===== config.mk =====
export PLATFORM = sky130hd
export DESIGN_NAME = ssma_top
export DESIGN_NICKNAME = d
export VERILOG_FILES = /design/src/verilog/ssma_pkg.sv /design/src/verilog/ssma_fifo.sv /design/src/verilog/ssma_top.sv
export SDC_FILE = /design/constraint.sdc
export NUM_CORES = 1
export LEC_CHECK = 0
export BUFFER_PORTS_ARGS = -buffer_cell sky130_fd_sc_hd__clkbuf_2
export CAP_MARGIN = 25
export CORE_ASPECT_RATIO = 1.25
export CORE_MARGIN = 4
export CORE_UTILIZATION = 60
export DETAILED_ROUTE_END_ITERATION = 8
export GPL_TIMING_DRIVEN = 0
export PLACE_DENSITY = 0.79
export SYNTH_ARGS = -nofsm -noshare
export SYNTH_HDL_FRONTEND = slang
export SYNTH_SLANG_ARGS = --single-unit

===== constraint.sdc =====
create_clock -name clk_sys -period 5.5 [get_ports clk_sys]
set_clock_uncertainty 0.2 [all_clocks]
set_input_delay 1.1 -clock clk_sys [delete_from_list [all_inputs] [get_ports clk_sys]]
set_output_delay 1.1 -clock clk_sys [all_outputs]
set_load 0.1 [all_outputs]

===== src/verilog/ssma_pkg.sv =====
//==========================================================
// Purpose : shared constants for the serial slave memory access port
// Assumes : one system clock, all bus pins asynchronous to it
// Notes   : pin synchroniser bit map and opcode fields live here
//==========================================================
package ssma_pkg;

	// ==========================================
	// slave address
	localparam logic [4:0] ADDR_FIXED   = 5'h0a;   // upper five address bits 01010
	localparam int         ADDR_DIR_BIT = 0;       // 1 = read, 0 = write

	// ==========================================
	// opcode fields
	localparam int         OP_RD_BIT  = 7;         // 0 in first byte = read command
	localparam int         OP_EE_HI   = 6;
	localparam int         OP_EE_LO   = 5;
	localparam logic [1:0] OP_EE_CODE = 2'h3;      // eeprom command family

	// ==========================================
	// byte framing
	localparam logic [3:0] BITS_BYTE = 4'h8;
	localparam logic [3:0] BIT_MACK  = 4'h9;       // master ack seen, wait for fall
	localparam logic [7:0] RD_BLANK  = 8'hff;      // read value with no answer
	localparam logic [1:0] IDX_DATA  = 2'h2;       // spi byte index of first data byte

	// ==========================================
	// synchroniser bit map
	localparam int SY_SCL  = 0;
	localparam int SY_SDA  = 1;
	localparam int SY_SSN  = 2;
	localparam int SY_SCK  = 3;
	localparam int SY_MOSI = 4;
	localparam int SY_MODE = 5;
	localparam int SY_AHI  = 6;
	localparam int SY_ALO  = 7;
	localparam int SYNC_W  = 8;
	localparam logic [SYNC_W-1:0] SYNC_IDLE = 8'h07; // scl, sda and select rest high

	// ==========================================
	// receive buffer
	localparam int FIFO_W     = 9;                 // {first byte flag, byte}
	localparam int FIFO_DEPTH = 4;

	typedef enum logic [2:0] {
		ST_IDLE,
		ST_RX,
		ST_ACK,
		ST_TX,
		ST_MACK
	} ssma_state_t;

endpackage


===== src/verilog/ssma_fifo.sv =====
//==========================================================
// Purpose : small flop fifo between the serial side and the user side
// Assumes : single clock, push and pop may meet in one cycle
// Notes   : in_ready low means full; out_valid low means empty
//==========================================================
`timescale 1ns/10ps
module ssma_fifo #(
	parameter int W     = 9,
	parameter int DEPTH = 4
) (
	input  wire logic         clk_sys,
	input  wire logic         arst_n,
	input  wire logic         in_valid,
	output logic              in_ready,
	input  wire logic [W-1:0] in_data,
	output logic              out_valid,
	input  wire logic         out_ready,
	output logic [W-1:0]      out_data
);
	localparam int         AW   = (DEPTH > 1) ? $clog2(DEPTH) : 1;
	localparam logic [AW:0] FULL = (AW+1)'(DEPTH);
	localparam logic [AW-1:0] LAST = (AW)'(DEPTH - 1);

	typedef struct packed {
		logic [DEPTH-1:0][W-1:0] mem;
		logic [AW-1:0]           wp;
		logic [AW-1:0]           rp;
		logic [AW:0]             cnt;
	} ssma_fifo_t;

	ssma_fifo_t st_ff;
	ssma_fifo_t nxt_st;
	logic       push;
	logic       pop;

	// ==========================================
	// flags and read port
	assign in_ready  = (st_ff.cnt != FULL);
	assign out_valid = (st_ff.cnt != '0);
	assign out_data  = st_ff.mem[st_ff.rp];
	assign push      = in_valid & in_ready;
	assign pop       = out_valid & out_ready;

	// pointer wrap kept explicit so depth need not be a power of two
	always_comb begin
		nxt_st = st_ff;
		if (push) begin
			nxt_st.mem[st_ff.wp] = in_data;
			nxt_st.wp = (st_ff.wp == LAST) ? '0 : st_ff.wp + 1'b1;
		end
		if (pop) begin
			nxt_st.rp = (st_ff.rp == LAST) ? '0 : st_ff.rp + 1'b1;
		end
		if (push && !pop) begin
			nxt_st.cnt = st_ff.cnt + 1'b1;
		end else if (pop && !push) begin
			nxt_st.cnt = st_ff.cnt - 1'b1;
		end
	end

	always_ff @(posedge clk_sys or negedge arst_n) begin
		if (!arst_n) begin
			st_ff <= '0;
		end else begin
			st_ff <= nxt_st;
		end
	end
endmodule


===== src/verilog/ssma_top.sv =====
//==========================================================
// Purpose : serial slave port, two-wire or four-wire, feeding a byte stream
// Assumes : pins asynchronous, link clock well below clk_sys/8
// Notes   : user side increments its own address per byte taken or sent
//==========================================================
`timescale 1ns/10ps
module ssma_top
	import ssma_pkg::*;
(
	input  wire logic        clk_sys,
	input  wire logic        arst_n,
	input  wire logic        serial_type_select,
	input  wire logic        addr_select_hi,
	input  wire logic        addr_select_lo,
	input  wire logic        scl_i,
	input  wire logic        sda_i,
	output logic             sda_o,
	output logic             sda_oe,
	input  wire logic        spi_ssn_n,
	input  wire logic        spi_sclk,
	input  wire logic        spi_mosi,
	output logic             spi_miso,
	output logic             spi_miso_oe,
	output logic             rx_valid,
	input  wire logic        rx_ready,
	output logic             rx_first,
	output logic [7:0]       rx_byte,
	output logic             rd_req,
	input  wire logic        rd_valid,
	input  wire logic [7:0]  rd_data,
	input  wire logic        eeprom_power_manual,
	input  wire logic        eeprom_power_auto,
	output logic             eeprom_power_on,
	output logic             busy
);
	typedef struct packed {
		logic [SYNC_W-1:0] s1;
		logic [SYNC_W-1:0] s2;
		logic [SYNC_W-1:0] s3;
		ssma_state_t       state;
		logic [3:0]        bitcnt;
		logic [7:0]        sh;
		logic [7:0]        tx;
		logic [7:0]        hold;
		logic [1:0]        idx;
		logic              addr_ph, first, rd_dir, ee_op;
		logic              sda_oe, miso, miso_oe, rd_req;
		logic              push, push_first;
		logic [7:0]        push_byte;
		logic              eepwr, busy;
	} ssma_regs_t;
	ssma_regs_t       st_ff;
	ssma_regs_t       nxt_st;
	logic             fifo_in_ready;
	logic [FIFO_W-1:0] fifo_out;
	logic             i2c_mode;
	logic             scl, sda, ssn;
	logic             scl_r, scl_f, sda_r, sda_f;
	logic             start_c, stop_c, sck_r, sck_f;
	logic [6:0]       my_addr;
	logic [7:0]       sh_in;
	// ==========================================
	// edges from the second sync stage against the third
	assign i2c_mode = st_ff.s2[SY_MODE];
	assign scl      = st_ff.s2[SY_SCL];
	assign sda      = st_ff.s2[SY_SDA];
	assign scl_r    = scl & ~st_ff.s3[SY_SCL];
	assign scl_f    = ~scl & st_ff.s3[SY_SCL];
	assign sda_r    = sda & ~st_ff.s3[SY_SDA];
	assign sda_f    = ~sda & st_ff.s3[SY_SDA];
	assign start_c  = i2c_mode & scl & st_ff.s3[SY_SCL] & sda_f;
	assign stop_c   = i2c_mode & scl & st_ff.s3[SY_SCL] & sda_r;
	assign ssn      = st_ff.s2[SY_SSN];
	assign sck_r    = st_ff.s2[SY_SCK] & ~st_ff.s3[SY_SCK];
	assign sck_f    = ~st_ff.s2[SY_SCK] & st_ff.s3[SY_SCK];
	assign my_addr  = {ADDR_FIXED, st_ff.s2[SY_AHI], st_ff.s2[SY_ALO]};
	// shared receive shifter, msb arrives first on both buses
	assign sh_in = i2c_mode ? {st_ff.sh[6:0], sda} : {st_ff.sh[6:0], st_ff.s2[SY_MOSI]};
	// ==========================================
	// next state
	always_comb begin
		nxt_st = st_ff;
		nxt_st.s1 = {addr_select_lo, addr_select_hi, serial_type_select,
			spi_mosi, spi_sclk, spi_ssn_n, sda_i, scl_i};
		nxt_st.s2 = st_ff.s1;
		nxt_st.s3 = st_ff.s2;
		nxt_st.rd_req = 1'b0;
		nxt_st.push = 1'b0;
		// late user answer overrides the blank default
		if (rd_valid) begin
			nxt_st.hold = rd_data;
		end
		if (i2c_mode) begin
			nxt_st.miso_oe = 1'b0;
			case (st_ff.state)
				ST_RX: begin
					if (scl_r && st_ff.bitcnt != BITS_BYTE) begin
						nxt_st.sh = sh_in;
						nxt_st.bitcnt = st_ff.bitcnt + 4'h1;
					end else if (scl_f && st_ff.bitcnt == BITS_BYTE) begin
						if (st_ff.addr_ph) begin
							// foreign address: stay off the line until next start
							if (st_ff.sh[7:1] == my_addr) begin
								nxt_st.sda_oe = 1'b1;
								nxt_st.state = ST_ACK;
								nxt_st.rd_dir = st_ff.sh[ADDR_DIR_BIT];
								nxt_st.first = ~st_ff.sh[ADDR_DIR_BIT];
								if (st_ff.sh[ADDR_DIR_BIT]) begin
									nxt_st.rd_req = 1'b1;
									nxt_st.hold = RD_BLANK;
								end
							end else begin
								nxt_st.state = ST_IDLE;
							end
						end else if (fifo_in_ready) begin
							// a full buffer answers not-ack instead of dropping
							nxt_st.push = 1'b1;
							nxt_st.push_first = st_ff.first;
							nxt_st.push_byte = st_ff.sh;
							nxt_st.first = 1'b0;
							if (st_ff.first) begin
								nxt_st.ee_op = (st_ff.sh[OP_EE_HI:OP_EE_LO] == OP_EE_CODE);
							end
							nxt_st.sda_oe = 1'b1;
							nxt_st.state = ST_ACK;
						end else begin
							nxt_st.state = ST_IDLE;
						end
					end
				end
				ST_ACK: begin
					if (scl_f) begin
						nxt_st.addr_ph = 1'b0;
						if (st_ff.rd_dir) begin
							nxt_st.tx = st_ff.hold;
							nxt_st.sda_oe = ~st_ff.hold[7];
							nxt_st.bitcnt = 4'h1;
							nxt_st.state = ST_TX;
						end else begin
							nxt_st.sda_oe = 1'b0;
							nxt_st.bitcnt = 4'h0;
							nxt_st.state = ST_RX;
						end
					end
				end
				ST_TX: begin
					if (scl_f) begin
						if (st_ff.bitcnt == BITS_BYTE) begin
							nxt_st.sda_oe = 1'b0;
							nxt_st.bitcnt = 4'h0;
							nxt_st.state = ST_MACK;
						end else begin
							nxt_st.sda_oe = ~st_ff.tx[6];
							nxt_st.tx = {st_ff.tx[6:0], 1'b0};
							nxt_st.bitcnt = st_ff.bitcnt + 4'h1;
						end
					end
				end
				ST_MACK: begin
					if (scl_r) begin
						if (!sda) begin
							nxt_st.rd_req = 1'b1;
							nxt_st.hold = RD_BLANK;
							nxt_st.bitcnt = BIT_MACK;
						end else begin
							nxt_st.state = ST_IDLE;
						end
					end else if (scl_f && st_ff.bitcnt == BIT_MACK) begin
						nxt_st.tx = st_ff.hold;
						nxt_st.sda_oe = ~st_ff.hold[7];
						nxt_st.bitcnt = 4'h1;
						nxt_st.state = ST_TX;
					end
				end
				default: begin
					nxt_st.sda_oe = 1'b0;
				end
			endcase
			// bus conditions win over any bit activity
			if (start_c) begin
				nxt_st.state = ST_RX;
				nxt_st.bitcnt = 4'h0;
				nxt_st.addr_ph = 1'b1;
				nxt_st.sda_oe = 1'b0;
			end else if (stop_c) begin
				nxt_st.state = ST_IDLE;
				nxt_st.sda_oe = 1'b0;
				nxt_st.ee_op = 1'b0;
			end
			nxt_st.busy = (nxt_st.state != ST_IDLE);
		end else begin
			// four-wire bus, mode one: launch on rise, sample on fall
			nxt_st.sda_oe = 1'b0;
			nxt_st.state = ST_IDLE;
			nxt_st.miso_oe = ~ssn;
			nxt_st.busy = ~ssn;
			if (ssn) begin
				nxt_st.bitcnt = 4'h0;
				nxt_st.idx = 2'h0;
				nxt_st.miso = 1'b0;
				nxt_st.tx = 8'h00;
				nxt_st.ee_op = 1'b0;
				nxt_st.rd_dir = 1'b0;
			end else if (sck_f) begin
				nxt_st.sh = sh_in;
				if (st_ff.bitcnt == BITS_BYTE - 4'h1) begin
					nxt_st.bitcnt = 4'h0;
					if (st_ff.idx != IDX_DATA) begin
						nxt_st.idx = st_ff.idx + 2'h1;
					end
					if (st_ff.idx == 2'h0) begin
						nxt_st.rd_dir = ~sh_in[OP_RD_BIT];
						nxt_st.ee_op = (sh_in[OP_EE_HI:OP_EE_LO] == OP_EE_CODE);
					end
					// read data phase: mosi bytes are filler, not pushed
					if (!(st_ff.rd_dir && st_ff.idx == IDX_DATA) && fifo_in_ready) begin
						nxt_st.push = 1'b1;
						nxt_st.push_first = (st_ff.idx == 2'h0);
						nxt_st.push_byte = sh_in;
					end
					if (st_ff.rd_dir && st_ff.idx != 2'h0) begin
						nxt_st.rd_req = 1'b1;
						nxt_st.hold = RD_BLANK;
					end
				end else begin
					nxt_st.bitcnt = st_ff.bitcnt + 4'h1;
				end
			end else if (sck_r) begin
				if (st_ff.bitcnt == 4'h0 && st_ff.rd_dir && st_ff.idx == IDX_DATA) begin
					nxt_st.miso = st_ff.hold[7];
					nxt_st.tx = {st_ff.hold[6:0], 1'b0};
				end else begin
					nxt_st.miso = st_ff.tx[7];
					nxt_st.tx = {st_ff.tx[6:0], 1'b0};
				end
			end
		end
		// automatic power only while an eeprom command is framed
		nxt_st.eepwr = eeprom_power_manual | (eeprom_power_auto & st_ff.busy & st_ff.ee_op);
	end
	// sync stages start at the resting pin levels, so no false select or edge follows reset
	always_ff @(posedge clk_sys or negedge arst_n) begin
		if (!arst_n) begin
			st_ff    <= '0;
			st_ff.s1 <= SYNC_IDLE;
			st_ff.s2 <= SYNC_IDLE;
			st_ff.s3 <= SYNC_IDLE;
		end else begin
			st_ff <= nxt_st;
		end
	end
	// ==========================================
	// receive buffer, stall shows as not-ack on the two-wire bus
	ssma_fifo #(
		.W     (FIFO_W),
		.DEPTH (FIFO_DEPTH)
	) u_fifo (
		.clk_sys   (clk_sys),
		.arst_n    (arst_n),
		.in_valid  (st_ff.push),
		.in_ready  (fifo_in_ready),
		.in_data   ({st_ff.push_first, st_ff.push_byte}),
		.out_valid (rx_valid),
		.out_ready (rx_ready),
		.out_data  (fifo_out)
	);
	// ==========================================
	// outputs
	assign rx_first        = fifo_out[FIFO_W-1];
	assign rx_byte         = fifo_out[7:0];
	assign sda_o           = 1'b0;   // open drain: only the enable moves
	assign sda_oe          = st_ff.sda_oe;
	assign spi_miso        = st_ff.miso;
	assign spi_miso_oe     = st_ff.miso_oe;
	assign rd_req          = st_ff.rd_req;
	assign eeprom_power_on = st_ff.eepwr;
	assign busy            = st_ff.busy;
endmodule


Word-level counts from Yosys, hierarchy flattened
Cells that the tools add are included.

storage, ports and cells
  register bits = 116
  bits in latches = 0
  RAM bits = 0
  ROM bits = 0
  input port bits = 22
  output and inout bits = 17
  word-level logic and storage cells = 274
  memories = 0

operators by class
  add/sub/neg operators = 6
  $mul = 0
  div/mod/pow operators = 0
  order comparisons = 3
  equality and inequality tests = 49
  shifts and indexed selects = 0
  mux-type cells = 114
  bitwise operators = 28
  reduce and logical (&&, ||, !) cells = 45

operators by type and width
  operator                                       number
  8-bit two-way mux                              22
  10-bit two-way mux                             6
  11-bit two-way mux                             5
  5-bit inequality test (second input constant)  8
  3-bit two-way mux                              13
  36-bit bitwise mux                             1
  12-bit two-way mux                             3
  31-bit two-way mux                             1
  1-bit two-way mux                              30
  2-bit two-way mux                              14
  7-bit two-way mux                              4
  7-bit case mux with 4 select lines             1
  3-bit inequality test (second input constant)  8
  8-bit case mux with 3 select lines             1
  2-bit nonzero test                             12
  4-bit two-way mux                              5
  9-bit binary-select mux with 2-bit select      1
  9-bit demux with 2-bit select                  1
  9-bit two-way mux                              2
  9-bit AND reduction                            2
  3-bit nonzero test                             6
  4-bit inequality test (second input constant)  4
  8-bit case mux with 2 select lines             1
  8-bit AND reduction                            2
  32 further kinds                               92

Longest topological paths before layout
Gate-level depths: netlist of the first run.

  depth after elaboration = 11
  mapped depth = 9
  depth with buffers taken out = 8

Modules after synthesis
A second synthesis of the first run with hierarchy kept.

second synthesis, totals
  cells, all modules = 456
  area total of the unflattened synthesis = 5709.2 um^2

modules (own cells, without submodules)
  module     instances  cells each  area each (um^2)  sequential area each (um^2)
  ssma_top   1          331         3555.9            1811.7
  ssma_fifo  1          125         2153.3            1076.0

Least setup slack after synthesis of the first run
Ideal clock, no wire load.

  path kind = reg2out
  from = register u_fifo.st_ff[3] in the netlist's numbering
  to = output port rx_byte[0]
  arrival time = 1.697 ns
  data required time = 4.200 ns
  setup slack = 2.503 ns
  cell stages (with the launch flop) = 3
  buffers on the path = 1
  cell sequence = dfrtp_1 buf_1 mux4_2

on the way
  word-level cells in the longest chain between the ends = 2

ends and longest elaborated chain
  item                                       line             source
  start, declared                            ssma_fifo.sv:31  ssma_fifo_t st_ff;
  start signal, assigned                     ssma_fifo.sv:65  st_ff <= nxt_st;
  9-bit binary-select mux with 2-bit select  ssma_fifo.sv:40  assign out_data = st_ff.mem[st_ff.rp];
  9-bit two-way mux (implied by the code)    ssma_fifo.sv:40
  end, declared                              ssma_top.sv:27   output logic [7:0] rx_byte,

No other way between the ends. The select of a mux whose other input is x is not followed.

Final worst setup path of the first run
Same ends and word-level chain as after synthesis.

==> results of run 1 <==
==> power by group <==
group          switching (mW)  leakage (nW)  total (mW)  internal (mW)
registers              0.0749          1.49       0.994          0.919
logic                   0.199          1.26       0.338          0.139
clock network           0.375         0.306        1.16          0.781
==> per-layer routing <==
metal | vias up | global-route usage (%) | part of all wire, %
met3 | 29 | 5.71 | 3.4
met5 | - | 0 | 0
met2 | 91 | 42.7 | 55
li1 | 1752 | - | -
met4 | 0 | 11.1 | 2.8
met1 | 1926 | 26.3 | 39
==> sequential cells by signal, indices dropped and copies added, names as in the netlist <==
name / cells
st_ff: 50
my_addr: 2
rd_req: 1
spi_miso: 1
nxt_st: 13
u_fifo.st_ff: 43
busy: 1
eeprom_power_on: 1
spi_miso_oe: 1
sda_oe: 1
i2c_mode: 1
==> area by class of cell <==
| class | instances | area, um^2 |
|---|---|---|
| Clock inverter | 9 | 153 |
| Multi-Input combinational cell | 289 | 2480 |
| Clock buffer | 23 | 468 |
| Sequential cell | 115 | 2890 |
| Fill cell | 663 | 2560 |
| Inverter | 23 | 86.3 |
| Tap cell | 123 | 154 |
| Buffer | 18 | 95.1 |
| Timing Repair Buffer | 36 | 189 |
==> cell families (layout without fill, tap and decap cells) <==
| family | count (synthesis) | in the layout | share of synthesized area [%] |
|---|---|---|---|
| multiplexers | 90 | 90 | 19.4 |
| AO/OA/AOI/OAI | 87 | 87 | 11.8 |
| XOR/XNOR | 6 | 6 | 0.946 |
| buffers and inverters | 41 | 109 | 3.27 |
| other | 1 | 1 | 0.0675 |
| flip-flops | 115 | 115 | 52.0 |
| AND/OR/NAND/NOR | 93 | 93 | 9.64 |
| adder cells (fa/ha/maj) | 12 | 12 | 2.84 |
==> metrics by stage <==
step | cell area [um^2] | worst slack [ns] | total power, mW | hold slack (ns)
final | 6520 | 1.81 | 2.49 | 0.146
after global routing | 6520 | 1.64 | 2.59 | 0.153
after CTS | 6520 | 1.72 | 2.51 | 0.148
after detailed placement | 5900 | 2.16 | 1.34 | 0.136
after global placement | 5890 | 1.59 | 1.32 | 0.133
after floorplan | 5550 | 2.50 | 1.24 | 0.131
==> Yosys cell counts, types with 4 or more instances <==
library cell / count
a22oi_1: 7
o21ai_1: 8
nand4_1: 4
buf_4: 4
mux4_2: 9
buf_2: 4
mux2i_1: 28
ha_1: 11
inv_1: 20
clkbuf_1: 7
o21ai_0: 11
nand2b_1: 6
o21a_1: 5
dfrtp_1: 107
nand3_1: 6
dfstp_2: 8
xnor2_1: 4
mux2_2: 45
o22ai_1: 8
a21o_1: 5
nor2b_1: 9
mux2_1: 8
nor2_1: 10
nor3_1: 5
nand2_1: 24
a21oi_1: 7
==> final timing paths <==
check	slack (ns)	endpoint	cells after the start	start
setup / recovery	1.81	rx_byte[0]	3	u_fifo.st_ff[3]
hold / removal	0.15	my_addr[0]	0	nxt_st[68]
setup reg to reg	2.85	u_fifo.st_ff[1]	7	u_fifo.st_ff[0]
hold reg to reg	0.15	my_addr[0]	0	nxt_st[68]
max in group asynchronous	3.91	st_ff[47]	1	arst_n
min in group asynchronous	0.61	u_fifo.st_ff[19]	1	arst_n
==> run metrics, run 1 <==
status completed; mapped cell area approximately 5600 um^2; CTS tree built; Synth warnings 0; worst path required time 4.20 ns; worst path arrival time 2.39 ns; via/cell ratio between 5 and 6; I/O Buffers 36; Yosys reg bits 115; CTS clk-pin slew, worst paths about 0.050 ns; Post-synth top flop dfrtp_1; die footprint around 11,000 um^2; TritonRoute pass-1 iters 4; dominant cells by area after synthesis dfrtp_1 (48%), mux2_2 (9.1%), mux2i_1 (5.0%); Tcrit/Tclk final roughly two thirds; gr ovfl total 0; Hold Crit Class reg -> reg; clk sinks 115; Leak just over 3 nW; DRT Wirelength about 12 mm; Cell variety after synth 76; Cells after Synth about 450; first-pass GRT wire length ~20 mm; post-CTS setup buffers 0; final core occ between 70% and 80%; largest area contributor in the synthesized netlist dfrtp_1; Core Region 9080 um^2; Die Y 116 um; Critical Path Source Type flop; DR vias about 3,800; antenna cells 0; Ports 39; DRC errors left 0; share of the synthesized area in the top cell type between 40% and 50%; Area Growth Syn to Fin 17.4%; Tmin final 3.69 ns; Initial Util 61.2%; RSZ-0062 raised after global routing no; Syn Area/Cell between 10 and 15 um^2; routed len/inst approximately 19 um; cts repair resizes 0; post-synthesis sequential area ratio 52.0%; crit path buf inv count 2; hold_buf cts 0; ys async rst share 100%; Die Wd ~94 um; top cell family by delay on the critical path buffers and inverters; worst vdd ir about 230 uV; gpl congestion 0.891; final standard cell count with taps included and fillers excluded around 640; number of CTS-inserted buffers 17; share of layout cells above drive strength 1 30.0%; Max stage delay on crit path around 0.60 ns; antenna violations before repair 0; commonest non-fill, non-tap cell in the layout dfrtp_1; Final Hold Fails 0; slew margin rel. 42.3%; total track usage 23.7%; worst skew pair latency 0.41 ns; Syn Nets between 400 and 500; Crit Path Max Fanout 10; number of antenna-violating nets in the routed design 0; vias in the first global route 3,987; drt first-iter violations 204; Max Fclk approximately 0.27 GHz; Slew Viols, Final 0; Clock Tree Root clkbuf_16; critical path class reg -> out; most frequent cells in the layout dfrtp_1 (107), mux2_2 (45), clkbuf_2 (35); Post-layout nets between 500 and 600; critical path's slowest cell buf_1; pwr/cell area approximately 380 nW/um^2; worst-path cell chain buf_1, mux4_2, clkbuf_2; largest net degree at the start of global routing 116; Worst Max-Slew Pin Slew 0.866 ns; dpl cells roughly 600; CTS H-tree lvls 4; Setup TNS 0 ns; DP HPWL ~8.0 mm; Post-synth EDFFs 0; MaxCap Viol Count 0; Final setup violation count 0; row cnt 39; crit end category primary output; Clock Tree Buf Depth 2
No activity file was read; power rests on OpenSTA's default activity.
==> inputs of run 2 (changes only) <==
- CORE_UTILIZATION: 60 -> 54
- PLACE_DENSITY: 0.79 -> 0.75
- clock period: 5.5 -> 3.1 ns (I/O delays scaled with it)
==> run metrics, run 2 (same netlist as run 1, synthesis figures left out) <==
first-pass GRT wire length ~20 mm; row cnt 41; CTS clk-pin slew, worst paths 0.05 ns; critical path class reg -> out; number of CTS-inserted buffers 17; Total Power between 4 and 5 mW; antenna violations before repair 0; total track usage around a fifth; number of antenna-violating nets in the routed design 0; Leak slightly above 3 nW; hold_buf cts 0; worst vdd ir approximately 380 uV; Die Wd between 90 and 100 um; antenna cells 0; placed inst area slightly below 6000 um^2; MaxCap Viol Count 0; CTS H-tree lvls 4; Clock Tree Root clkbuf_16; Layout fillers between 800 and 900; Slew Viols, Final 0; most frequent cells in the layout dfrtp_1 (107), mux2_2 (45), clkbuf_2 (35); gr ovfl total 0; Final Hold Fails 0; HP Start scl_i; FF+latch area about 2900 um^2; Hold Crit Class in -> reg; Max Fclk between 0.3 and 0.4 GHz; Post-layout nets 534; clk sinks about 120; final standard cell count with taps included and fillers excluded ~640; r2r endpoint st_ff[2]; max FFs per register 50; die footprint around 12,000 um^2; worst path required time around 2.3 ns; Final setup violation count 0; CTS tree built; pre-CTS setup slack approximately 0.27 ns; dpl cells 610; Core Region 10,100 um^2; Ports 39; Critical Path End rx_byte[4]; slew margin rel. 40.8%; commonest non-fill, non-tap cell in the layout dfrtp_1; final worst slack roughly 0.21 ns; Setup crit start u_fifo.st_ff[3]; TritonRoute pass-1 iters 4; Setup TNS 0 ns; FF-to-FF setup slack 0.43 ns; share of layout cells above drive strength 1 between 30% and 40%; gpl congestion ~0.90; Tmin final approximately 2.9 ns; vias in the first global route 3,954; pwr/cell area between 600 and 700 nW/um^2; status completed; I/O Buffers 36; Tcrit/Tclk final around 93%; hold slack about 0.093 ns; Worst Max-Slew Pin Slew 0.888 ns; Clock Tree Buf Depth 2; area of the multi-input gates between 2000 and 2500 um^2; R2R Path Start st_ff[46]; Crit Path Max Fanout 10; worst skew pair latency 0.41 ns; Die Y 121 um; Initial Util 55.2%; DP HPWL between 7 and 8 mm; largest net degree at the start of global routing between 100 and 150; DRT Wirelength approximately 11 mm; RSZ-0062 raised after global routing no; largest reg by FF count st_ff; DR vias 3,735; cell area after layout 6460 um^2; worst path arrival time 2.07 ns; crit end category primary output; Worst R2R Path Depth 6; routed len/inst approximately 18 um; drt first-iter violations between 200 and 250; Area Growth Syn to Fin 16.4%; DRC errors left 0; final core occ 64.3%; via/cell ratio ~5.8; Critical Path Source Type flop
[run 2: changes by cell type in the layout (fill, tap and decap cells not counted), sizes merged]
| cell | delta |
|---|---|
| clkinvlp | +1 |
| clkbuf | -1 |
| clkinv | +3 |
| bufinv | -2 |
| inv | -1 |
[run 2: how the worst min path moves through the flow]
stage / to / slack, ns / cells after the start
global placement: my_addr[1] / 0.13 / 0
floorplan: busy / 0.12 / 0
finish: nxt_st[61] / 0.09 / 1
CTS: nxt_st[63] / 0.08 / 1
detailed placement: my_addr[1] / 0.14 / 0
global route: nxt_st[61] / 0.08 / 1
[run 2: power breakdown]
part           switching, mW  total, mW  internal [mW]
Sequential             0.126       1.76           1.63
Clock                  0.653       1.83           1.18
Combinational          0.341      0.587          0.246
Total                   1.12       4.17           3.05
[run 2: what timing repair did]
item / CTS / global route
endpoints found under the setup margin: 8 / 0
gates resized for setup: 1 / 0
buffers inserted: 0 / 0
[run 2: per-layer routing]
| metal | global-route usage, % | vias up | share of wire, % |
|---|---|---|---|
| li1 | - | 1758 | - |
| met4 | 8.03 | 0 | 1.9 |
| met2 | 38.2 | 88 | 55 |
| met3 | 5.18 | 17 | 3.8 |
| met5 | 0 | - | 0 |
| met1 | 23.8 | 1872 | 39 |
[run 2: critical path, cell delays in order, from the launching register on]
cell      delay, ns
dfrtp_1        0.38
buf_2          0.33
mux4_2         0.55
clkbuf_2       0.39
[run 2: cell type report]
class / instances / share of cell area [%]
Sequential cell: 115 / 44.7
Multi-Input combinational cell: 289 / 38.4
Clock buffer: 22 / 6.87
Timing Repair Buffer: 36 / 2.92
Tap cell: 129 / 2.50
Clock inverter: 10 / 1.76
Buffer: 18 / 1.49
Inverter: 23 / 1.34
